### src/rtl/fsls_pkg.sv
// Shared constants and types for the flash lock-bit and suspend sequencer controller
package fsls_pkg;
  // Flash command bytes
  localparam logic [7:0] CMD_READ_ARRAY = 8'hFF;
  localparam logic [7:0] CMD_READ_STATUS = 8'h70;
  localparam logic [7:0] CMD_CLEAR_STATUS = 8'h50;
  localparam logic [7:0] CMD_SUSPEND = 8'hB0;
  localparam logic [7:0] CMD_CONFIRM = 8'hD0;
  localparam logic [7:0] CMD_LOCK_SETUP = 8'h60;
  localparam logic [7:0] CMD_BLOCK_LOCK = 8'h01;
  localparam logic [7:0] CMD_PERM_LOCK = 8'hF1;
  // Flash status bit positions
  localparam int SR_READY = 7;
  localparam int SR_ERASE_CLR_ERR = 5;
  localparam int SR_PROG_SET_ERR = 4;
  localparam int SR_SUPPLY_ERR = 3;
  localparam int SR_SUSPENDED = 2;
  localparam int SR_PROTECT = 1;
  // Wishbone register byte addresses
  localparam logic [4:0] REG_CTRL = 5'h00;
  localparam logic [4:0] REG_ADDR = 5'h04;
  localparam logic [4:0] REG_RESULT = 5'h08;
  localparam logic [4:0] REG_IRQ_STAT = 5'h0C;
  localparam logic [4:0] REG_IRQ_CLR = 5'h10;
  localparam logic [4:0] REG_IRQ_EN = 5'h14;
  // Operation codes written to CTRL[2:0]; CTRL[3] starts the operation
  localparam logic [2:0] OP_SUSPEND = 3'h0;
  localparam logic [2:0] OP_RESUME = 3'h1;
  localparam logic [2:0] OP_READ = 3'h2;
  localparam logic [2:0] OP_BLOCK_LOCK = 3'h3;
  localparam logic [2:0] OP_PERM_LOCK = 3'h4;
  localparam logic [2:0] OP_CLEAR_LOCKS = 3'h5;
  localparam logic [2:0] OP_CLEAR_STATUS = 3'h6;
  localparam logic [2:0] OP_RESET = 3'h7;
  localparam int CTRL_GO = 3;
  // Interrupt bits
  localparam int IRQ_DONE = 0;
  localparam int IRQ_ERROR = 1;
  localparam int IRQ_READY_RISE = 2;
  localparam int IRQ_W = 3;
  // Bus cycle timing
  localparam int CLK_MHZ = 50;
  localparam int T_PULSE_NS = 60;
  localparam int PULSE_CYC = (T_PULSE_NS * CLK_MHZ + 999) / 1000;
  localparam int T_RESET_NS = 100;
  localparam int RESET_CYC = (T_RESET_NS * CLK_MHZ + 999) / 1000;
  localparam int ADDR_W = 21;
  // One flash bus transaction request
  typedef struct packed {
    logic wr;
    logic [ADDR_W-1:0] addr;
    logic [7:0] data;
  } fsls_req_t;
  // Flash pin outputs
  typedef struct packed {
    logic ce_n;
    logic oe_n;
    logic we_n;
    logic dq_oe;
    logic [ADDR_W-1:0] addr;
    logic [7:0] dq;
  } fsls_pins_t;
endpackage

### src/rtl/fsls_sync.sv
// Two flip-flop synchroniser for an asynchronous level
module fsls_sync #(
  parameter int W = 1
) (
  input wire logic clk_i, // Clock
  input wire logic rst_i, // Synchronous reset, active high
  input wire logic [W-1:0] d_i, // Asynchronous input
  output logic [W-1:0] q_o // Synchronised output
);
  logic [W-1:0] meta_r;
  always_ff @(posedge clk_i)
  begin
    if (rst_i)
    begin
      meta_r <= '0;
      q_o <= '0;
    end
    else
    begin
      meta_r <= d_i;
      q_o <= meta_r;
    end
  end
endmodule

### src/rtl/fsls_ctrl.sv
// Host controller sequencing suspend, resume, read and lock-bit commands to a parallel flash
//
// Decided for this implementation: the register addresses and the Wishbone slave port.
module fsls_ctrl #(
  parameter int ADDR_W = fsls_pkg::ADDR_W
) (
  input wire logic clk_i, // Clock, 50 MHz
  input wire logic rst_i, // Synchronous reset, active high
  input wire logic wb_cyc_i, // Wishbone cycle
  input wire logic wb_stb_i, // Wishbone strobe
  input wire logic wb_we_i, // Wishbone write enable
  input wire logic [4:0] wb_adr_i, // Wishbone byte address
  input wire logic [3:0] wb_sel_i, // Wishbone byte selects
  input wire logic [31:0] wb_dat_i, // Wishbone write data
  output logic [31:0] wb_dat_o, // Wishbone read data
  output logic wb_ack_o, // Wishbone acknowledge
  output logic irq_o, // Level interrupt
  output logic [ADDR_W-1:0] flash_addr_o, // Flash address
  output logic [7:0] flash_dq_o, // Flash data out
  output logic flash_dq_oe_o, // Flash data drive enable
  input wire logic [7:0] flash_dq_i, // Flash data in
  output logic flash_ce_n_o, // Flash chip enable, active low
  output logic flash_oe_n_o, // Flash output enable, active low
  output logic flash_we_n_o, // Flash write enable, active low
  output logic reset_powerdown_n_o, // Flash reset, active low
  input wire logic ready_busy_n_i, // Ready/busy pin, pulled up
  output logic busy_o // Sequencer busy
);
  typedef enum logic [3:0] {
    ST_IDLE, ST_RESET, ST_PRE_STAT, ST_PRE_POLL, ST_CMD1, ST_CMD2,
    ST_POLL, ST_READ, ST_FINAL, ST_DONE
  } fsls_state_t;

  fsls_state_t state_r, state_nxt;
  fsls_pkg::fsls_req_t req_r;
  logic [3:0] bus_cnt_r;
  logic bus_act_r;
  logic [7:0] rd_data_r;
  logic [2:0] op_r;
  logic [ADDR_W-1:0] tgt_addr_r;
  logic [7:0] result_r;
  logic suspended_r;
  logic [fsls_pkg::IRQ_W-1:0] irq_stat_r, irq_en_r;
  logic [7:0] dq_s;
  logic busy_pin_s, rb_prev_r;
  logic [7:0] step_r;

  // Pins arrive asynchronously
  fsls_sync #(.W(9)) u_sync (
    .clk_i(clk_i),
    .rst_i(rst_i),
    .d_i({~ready_busy_n_i, flash_dq_i}),
    .q_o({busy_pin_s, dq_s})
  );
  // Synced inverted so the cleared flops match the pulled-up idle level: no false rise after reset
  wire rb_s = !busy_pin_s;

  // Wishbone decode
  wire wb_req = wb_cyc_i && wb_stb_i && !wb_ack_o;
  wire wb_wr = wb_req && wb_we_i && wb_sel_i[0];
  wire wr_ctrl = wb_wr && wb_adr_i == fsls_pkg::REG_CTRL;
  wire wr_addr = wb_wr && wb_adr_i == fsls_pkg::REG_ADDR;
  wire wr_clr = wb_wr && wb_adr_i == fsls_pkg::REG_IRQ_CLR;
  wire wr_en = wb_wr && wb_adr_i == fsls_pkg::REG_IRQ_EN;
  wire start = wr_ctrl && wb_dat_i[fsls_pkg::CTRL_GO] && state_r == ST_IDLE;
  wire [31:0] rd_mux =
    wb_adr_i == fsls_pkg::REG_CTRL ? {28'h0, busy_o, op_r} :
    wb_adr_i == fsls_pkg::REG_ADDR ? {{(32-ADDR_W){1'b0}}, tgt_addr_r} :
    wb_adr_i == fsls_pkg::REG_RESULT ? {22'h0, suspended_r, rb_s, rd_data_r} :
    wb_adr_i == fsls_pkg::REG_IRQ_STAT ? {29'h0, irq_stat_r} :
    wb_adr_i == fsls_pkg::REG_IRQ_EN ? {29'h0, irq_en_r} : 32'h0;

  // Bus engine: one flash cycle with strobe low for PULSE_CYC clocks
  wire bus_done = bus_act_r && bus_cnt_r == 4'(fsls_pkg::PULSE_CYC);
  logic issue;
  fsls_pkg::fsls_req_t issue_req;
  wire rdy = rd_data_r[fsls_pkg::SR_READY];
  wire err_any = rd_data_r[fsls_pkg::SR_ERASE_CLR_ERR] | rd_data_r[fsls_pkg::SR_PROG_SET_ERR] |
    rd_data_r[fsls_pkg::SR_SUPPLY_ERR] | rd_data_r[fsls_pkg::SR_PROTECT];
  wire is_lock = op_r == fsls_pkg::OP_BLOCK_LOCK || op_r == fsls_pkg::OP_PERM_LOCK ||
    op_r == fsls_pkg::OP_CLEAR_LOCKS;
  wire rst_done = state_r == ST_RESET && bus_cnt_r == 4'(fsls_pkg::RESET_CYC);

  // Command bytes for each operation
  logic [7:0] cmd1, cmd2;
  logic [ADDR_W-1:0] addr2;
  always_comb
  begin
    cmd1 = fsls_pkg::CMD_LOCK_SETUP;
    cmd2 = fsls_pkg::CMD_CONFIRM;
    addr2 = '0;
    unique case (op_r)
      fsls_pkg::OP_SUSPEND: cmd1 = fsls_pkg::CMD_SUSPEND;
      fsls_pkg::OP_RESUME: cmd1 = fsls_pkg::CMD_CONFIRM;
      fsls_pkg::OP_READ: cmd1 = fsls_pkg::CMD_READ_ARRAY;
      fsls_pkg::OP_BLOCK_LOCK:
      begin
        cmd2 = fsls_pkg::CMD_BLOCK_LOCK;
        addr2 = tgt_addr_r;
      end
      fsls_pkg::OP_PERM_LOCK: cmd2 = fsls_pkg::CMD_PERM_LOCK;
      fsls_pkg::OP_CLEAR_LOCKS: cmd2 = fsls_pkg::CMD_CONFIRM;
      fsls_pkg::OP_CLEAR_STATUS: cmd1 = fsls_pkg::CMD_CLEAR_STATUS;
      fsls_pkg::OP_RESET: cmd1 = fsls_pkg::CMD_READ_ARRAY;
    endcase
  end

  wire two_byte = is_lock;
  wire polls = op_r != fsls_pkg::OP_READ && op_r != fsls_pkg::OP_CLEAR_STATUS &&
    op_r != fsls_pkg::OP_RESUME;

  always_comb
  begin
    state_nxt = state_r;
    issue = 1'b0;
    issue_req = '0;
    unique case (state_r)
      ST_IDLE:
        if (start)
          state_nxt = wb_dat_i[2:0] == fsls_pkg::OP_RESET ? ST_RESET :
            (wb_dat_i[2:0] == fsls_pkg::OP_SUSPEND || wb_dat_i[2:0] == fsls_pkg::OP_RESUME ||
             wb_dat_i[2:0] == fsls_pkg::OP_READ) ? ST_CMD1 : ST_PRE_STAT;
      ST_RESET:
        if (rst_done)
          state_nxt = ST_DONE;
      ST_PRE_STAT:
      begin
        issue = !bus_act_r;
        issue_req = '{wr: 1'b1, addr: '0, data: fsls_pkg::CMD_READ_STATUS};
        if (bus_done)
          state_nxt = ST_PRE_POLL;
      end
      ST_PRE_POLL:
      begin
        issue = !bus_act_r;
        issue_req = '{wr: 1'b0, addr: '0, data: 8'h00};
        if (bus_done && dq_s[fsls_pkg::SR_READY])
          state_nxt = ST_CMD1;
      end
      ST_CMD1:
      begin
        issue = !bus_act_r;
        issue_req = '{wr: 1'b1, addr: '0, data: cmd1};
        if (bus_done)
          state_nxt = two_byte ? ST_CMD2 : op_r == fsls_pkg::OP_READ ? ST_READ : polls ? ST_POLL : ST_DONE;
      end
      ST_CMD2:
      begin
        issue = !bus_act_r;
        issue_req = '{wr: 1'b1, addr: addr2, data: cmd2};
        if (bus_done)
          state_nxt = ST_POLL;
      end
      ST_POLL:
      begin
        issue = !bus_act_r;
        issue_req = '{wr: 1'b0, addr: '0, data: 8'h00};
        if (bus_done && dq_s[fsls_pkg::SR_READY])
          state_nxt = is_lock ? ST_FINAL : ST_DONE;
      end
      ST_READ:
      begin
        issue = !bus_act_r;
        issue_req = '{wr: 1'b0, addr: tgt_addr_r, data: 8'h00};
        if (bus_done)
          state_nxt = ST_DONE;
      end
      ST_FINAL:
      begin
        issue = !bus_act_r;
        issue_req = '{wr: 1'b1, addr: '0, data: fsls_pkg::CMD_READ_ARRAY};
        if (bus_done)
          state_nxt = ST_DONE;
      end
      ST_DONE: state_nxt = ST_IDLE;
      default: state_nxt = ST_IDLE;
    endcase
  end

  // Latch the polled status; error bits come from the device's sticky status
  wire poll_hit = bus_done && !req_r.wr;
  wire suspend_seen = poll_hit && state_r == ST_POLL && op_r == fsls_pkg::OP_SUSPEND &&
    dq_s[fsls_pkg::SR_READY];
  wire seq_err = rd_data_r[fsls_pkg::SR_ERASE_CLR_ERR] & rd_data_r[fsls_pkg::SR_PROG_SET_ERR];
  wire done_ev = state_r == ST_DONE;
  wire err_ev = done_ev && (err_any || seq_err) && op_r != fsls_pkg::OP_CLEAR_STATUS;
  wire rise_ev = rb_s && !rb_prev_r;
  wire [fsls_pkg::IRQ_W-1:0] ev = {rise_ev, err_ev, done_ev};
  wire [fsls_pkg::IRQ_W-1:0] clr_bits = wr_clr ? wb_dat_i[fsls_pkg::IRQ_W-1:0] : '0;

  always_ff @(posedge clk_i)
  begin
    if (rst_i)
    begin
      state_r <= ST_IDLE;
      bus_act_r <= 1'b0;
      bus_cnt_r <= '0;
      req_r <= '0;
      rd_data_r <= '0;
      op_r <= '0;
      tgt_addr_r <= '0;
      suspended_r <= 1'b0;
      irq_stat_r <= '0;
      irq_en_r <= '0;
      rb_prev_r <= 1'b1;
      wb_ack_o <= 1'b0;
      wb_dat_o <= '0;
    end
    else
    begin
      state_r <= state_nxt;
      rb_prev_r <= rb_s;
      wb_ack_o <= wb_req;
      wb_dat_o <= wb_req ? rd_mux : wb_dat_o;
      if (start)
        op_r <= wb_dat_i[2:0];
      if (wr_addr)
        tgt_addr_r <= wb_dat_i[ADDR_W-1:0];
      if (wr_en)
        irq_en_r <= wb_dat_i[fsls_pkg::IRQ_W-1:0];
      irq_stat_r <= (irq_stat_r & ~clr_bits) | ev; // Set wins over clear
      if (start && wb_dat_i[2:0] == fsls_pkg::OP_RESET)
        suspended_r <= 1'b0;
      else if (suspend_seen)
        suspended_r <= dq_s[fsls_pkg::SR_SUSPENDED];
      else if (state_r == ST_CMD1 && bus_done && op_r == fsls_pkg::OP_RESUME)
        suspended_r <= 1'b0;
      if (issue)
      begin
        req_r <= issue_req;
        bus_act_r <= 1'b1;
        bus_cnt_r <= '0;
      end
      else if (bus_done)
        bus_act_r <= 1'b0;
      else if (bus_act_r || state_r == ST_RESET)
        bus_cnt_r <= bus_cnt_r + 4'h1;
      else
        bus_cnt_r <= '0;
      if (poll_hit)
        rd_data_r <= dq_s;
      else if (rst_done)
        rd_data_r <= '0;
    end
  end

  // Pin registers
  wire strobe = bus_act_r && !bus_done;
  always_ff @(posedge clk_i)
  begin
    if (rst_i)
    begin
      flash_addr_o <= '0;
      flash_dq_o <= '0;
      flash_dq_oe_o <= 1'b0;
      flash_ce_n_o <= 1'b1;
      flash_oe_n_o <= 1'b1;
      flash_we_n_o <= 1'b1;
      reset_powerdown_n_o <= 1'b0;
      irq_o <= 1'b0;
      busy_o <= 1'b0;
    end
    else
    begin
      flash_addr_o <= req_r.addr;
      flash_dq_o <= req_r.data;
      flash_dq_oe_o <= bus_act_r && req_r.wr;
      flash_ce_n_o <= !strobe;
      flash_oe_n_o <= !(strobe && !req_r.wr);
      flash_we_n_o <= !(strobe && req_r.wr);
      reset_powerdown_n_o <= state_nxt != ST_RESET;
      irq_o <= |(irq_stat_r & irq_en_r);
      busy_o <= state_nxt != ST_IDLE;
    end
  end
endmodule

### config.mk
export PLATFORM = sky130hd
export DESIGN_NAME = fsls_ctrl
export DESIGN_NICKNAME = d
export VERILOG_FILES = /design/src/rtl/fsls_pkg.sv /design/src/rtl/fsls_sync.sv /design/src/rtl/fsls_ctrl.sv
export SDC_FILE = /design/constraint.sdc
export NUM_CORES = 1
export LEC_CHECK = 0
export ABC_AREA = 1
export ABC_CLOCK_PERIOD_IN_PS = 2070
export BUFFER_PORTS_ARGS = -buffer_cell sky130_fd_sc_hd__buf_2
export CAP_MARGIN = 20
export CORE_MARGIN = 10
export CORE_UTILIZATION = 56
export CTS_BUF_LIST = sky130_fd_sc_hd__clkbuf_2
export DETAILED_ROUTE_END_ITERATION = 16
export GPL_TIMING_DRIVEN = 0
export PLACE_DENSITY_LB_ADDON = 0.05
export SETUP_SLACK_MARGIN = 0.4
export SLEW_MARGIN = 10
export SYNTH_ARGS = -nofsm -noshare
export SYNTH_HDL_FRONTEND = slang
export SYNTH_SLANG_ARGS = --single-unit
### constraint.sdc
create_clock -name clk_i -period 2.07 [get_ports clk_i]
set_input_delay 0.414 -clock clk_i [delete_from_list [all_inputs] [get_ports clk_i]]
set_output_delay 0.414 -clock clk_i [all_outputs]
set_load 0.01 [all_outputs]
==> flow_summary.toml <==
[logic_synthesis]
yosys_warnings = 0
synth.largest_area_cell = "dfxtp_1"
syn_area_mm2 = 0.00578
ys_ff_latch = 151
synth_top_flop_cell = "dfxtp_1"
seq_area_frac_synth = 0.523
synth.area.top_cells = "dfxtp_1, nor2_1, nand2_1"
synth_area_per_cell_um2 = 7.80
async_flop_share = 0
synthCells = 741
synthTopCellsByCount = "dfxtp_1, nor2_1, nand2_1, inv_1, nand3_1"
yosysMostFrequentCell = "dfxtp_1"
synth-edff-count = 0
yosys.cell_types.count = 41
yosysTopAreaCellShare = 0.523

[sta]
slew_viol_final = 0
grt_setup_unrepaired = "yes"
fmax_mhz = 581
hold_slack_ns = 0.0478
setup_violations = 0
fin_crit_sh = 0.832
final-hold-violation-count = 0
tns_ns = 0
setup_ws_ns = 0.348
worst_pin_slew_ns = 0.635
maxSlewHeadroom = 0.577
fin_skew_ns = 0.0237
finalCriticalPeriod_ns = 1.72

[min_path]
hold_class = "input pin to flip-flop"
min_path_cells = 3

[floorplan]
die_x_um = 122
pin_count = 124
start_util = 0.568
dieArea_mm2 = 0.0148
core_mm2 = 0.0102
die_h_um = 122
row_count = 37

[global_routing]
use_met1 = 0.260
met2_usage = 0.383
top_usage_layer = "met2"
globalRouteMet3Util = 0.0671
grt_pass1_wl_mm = 26.4
grt_max_degree = 17
grtUsageTotal = 0.226
grt_pass1_vias = 5358
grt-ovfl-total = 0
antenna_found_initial = 1

[status]
status = "completed"

[critical_path]
crit_path_max_incr_delay_ns = 0.39
rr_worst_depth = 11
cp_common_cell = "buf_6"
cp_cell_sequence = "buf_6 > buf_6"
crit_slowest_cell = "dfxtp_2"
cp_top_family = "flip-flops"
cp-end-kind = "output pin"
r2r_start = "state_r[1]"
worstSetupEndpoint = "flash_dq_o[2]"
path_max_fanout = 3
worstSetupStartpointType = "flip-flop"
cp_data_arrival_time_ns = 1.31
reg2reg_slack_ns = 0.41
crit_type = "flip-flop to output pin"
cp.required_ns = 1.66
rr_endpoint = "reset_powerdown_n_o"
crit_start = "flash_dq_o[3]"
critPathBufInv = 2
cp.depth = 2

[clocking]
ctsLongestPathBuffers = 2
cts.sinks = 151
clk_latency_ns = 0.70
root_buffer = "clkbuf_2"
cts_tree = "done"
numCtsBuffers = 17
cts.clk_slew.worst_paths_ns = 0.23
htreeDepth = 4

[detailed_routing]
drtPass1Iterations = 7
routed_wl_mm = 17.7
num_vias = 5654
route.detailed.drc = 0
ant_nets = 0
avgRoutedWirePerCell_um = 16.6
drt_iter0_markers = 480
vias_per_cell = 5.30

[place]
place_congestion = 0.926
dp_hpwl_mm = 11.8
numPortBuffers = 97
placed_cell_area_mm2 = 0.00648
dp_slack_ns = -0.414

[power]
p_leak_nw = 3.36
powerDensity_mw_per_mm2 = 627
ir_drop_mv = 0.507

[final_layout]
seqCellArea_mm2 = 0.00308
fin_area_mm2 = 0.00758
n_fill_cell = 804
layout-drive-gt1-share = 0.284
multi_input_area_mm2 = 0.00235
fin_nets = 974
area_growth_pct = 31.1

[flow_run]
cap_viol_max_count = 0
==> worst min-delay path by stage <==
| stage | startpoint | to | slack, ns |
|---|---|---|---|
| detailed placement | u_sync.meta_r[6] | u_sync.q_o[6] | 0.40 |
| global route | wb_dat_i[1] | op_r[1] | 0.03 |
| global placement | u_sync.meta_r[8] | u_sync.q_o[8] | 0.39 |
| finish | wb_dat_i[0] | op_r[0] | 0.05 |
| CTS | wb_dat_i[1] | op_r[1] | 0.008 |
| floorplan | u_sync.q_o[8] | rb_prev_r | 0.37 |
==> flip-flops by register name (all words and copies together) (netlist names) <==
name and count:
req_r 28, flash_addr_o 21, tgt_addr_r 21, wb_dat_o 21, u_sync.meta_r 9, u_sync.q_o 9
rd_data_r 8, flash_dq_o 6, bus_cnt_r 4, state_r 4, irq_en_r 3, irq_stat_r 3
op_r 3, bus_act_r 1, busy_o 1, flash_ce_n_o 1, flash_dq_oe_o 1, flash_oe_n_o 1
flash_we_n_o 1, irq_o 1, rb_prev_r 1, reset_powerdown_n_o 1, suspended_r 1, wb_ack_o 1
==> through the flow <==
step	util	instances	power, mW
after floorplan	-	751	3.13
after global placement	0.636	984	3.22
after global routing	0.744	1066	4.92
final	0.744	1066	4.75
after detailed placement	0.636	984	3.23
after CTS	0.702	1053	4.74
==> layout make-up <==
cell class | count | share of cell area
antenna | 1 | 0.000330
buffer | 44 | 0.0358
clock buffer | 18 | 0.0119
clock inverter | 13 | 0.0155
inverter | 93 | 0.0470
multi-input combinational | 463 | 0.310
sequential | 151 | 0.406
tap | 136 | 0.0224
timing repair buffer | 147 | 0.151
==> cell families (layout without fill, tap and decap cells) <==
family          count (synthesis)  in the layout  synth area share
buf+inv                       137            315             0.103
compound gates                140            140             0.134
simple gates                  308            308             0.232
xor+xnor                        2              2           0.00303
other cells                     1             12          0.000648
fa+ha+maj                       2              2           0.00433
flops                         151            151             0.523
==> cell usage in the layout (no fill, tap or decap), types with 31 or more instances in the layout <==
cell | synthesis | routed
dfxtp_2 | 0 | 36
buf_2 | 10 | 78
nor2_1 | 110 | 103
buf_6 | 2 | 35
dfxtp_1 | 151 | 112
buf_4 | 14 | 31
a21oi_1 | 44 | 44
nand2_1 | 100 | 94
nand3_1 | 67 | 63
o21ai_0 | 58 | 53
inv_1 | 88 | 85
==> power breakdown <==
part | switching (mW) | internal [mW] | total [mW]
sequential | 0.0133 | 2.94 | 2.95
clock | 1.08 | 0.446 | 1.52
combinational | 0.162 | 0.118 | 0.280
total | 1.25 | 3.50 | 4.75
==> per-layer routing <==
layer | up-vias | wire, um
li1 | 2716 | -
met1 | 2611 | 6900
met2 | 268 | 8530
met3 | 59 | 1710
met4 | 0 | 574
met5 | - | 0
==> repair_timing <==
item | CTS | global route
gates cloned | 1 | 2
pin swaps | 2 | 9
hold buffers | 28 | 0
gates resized for setup | 36 | 95
buffers inserted | 9 | 10
endpoints found under the hold margin | 28 | 0
setup endpoints to repair | 53 | 109
==> worst register-to-register path: stages (launching register included) <==
cell	delay, ns
dfxtp_4	0.41
buf_4	0.15
nand4_1	0.22
nand2_1	0.12
nand2_1	0.11
nand2_1	0.07
nand2_1	0.07
nand2_1	0.07
nor2_1	0.09
nand2_1	0.08
nor2_1	0.14
nor2_1	0.05
(Power assumes the default switching activity.)
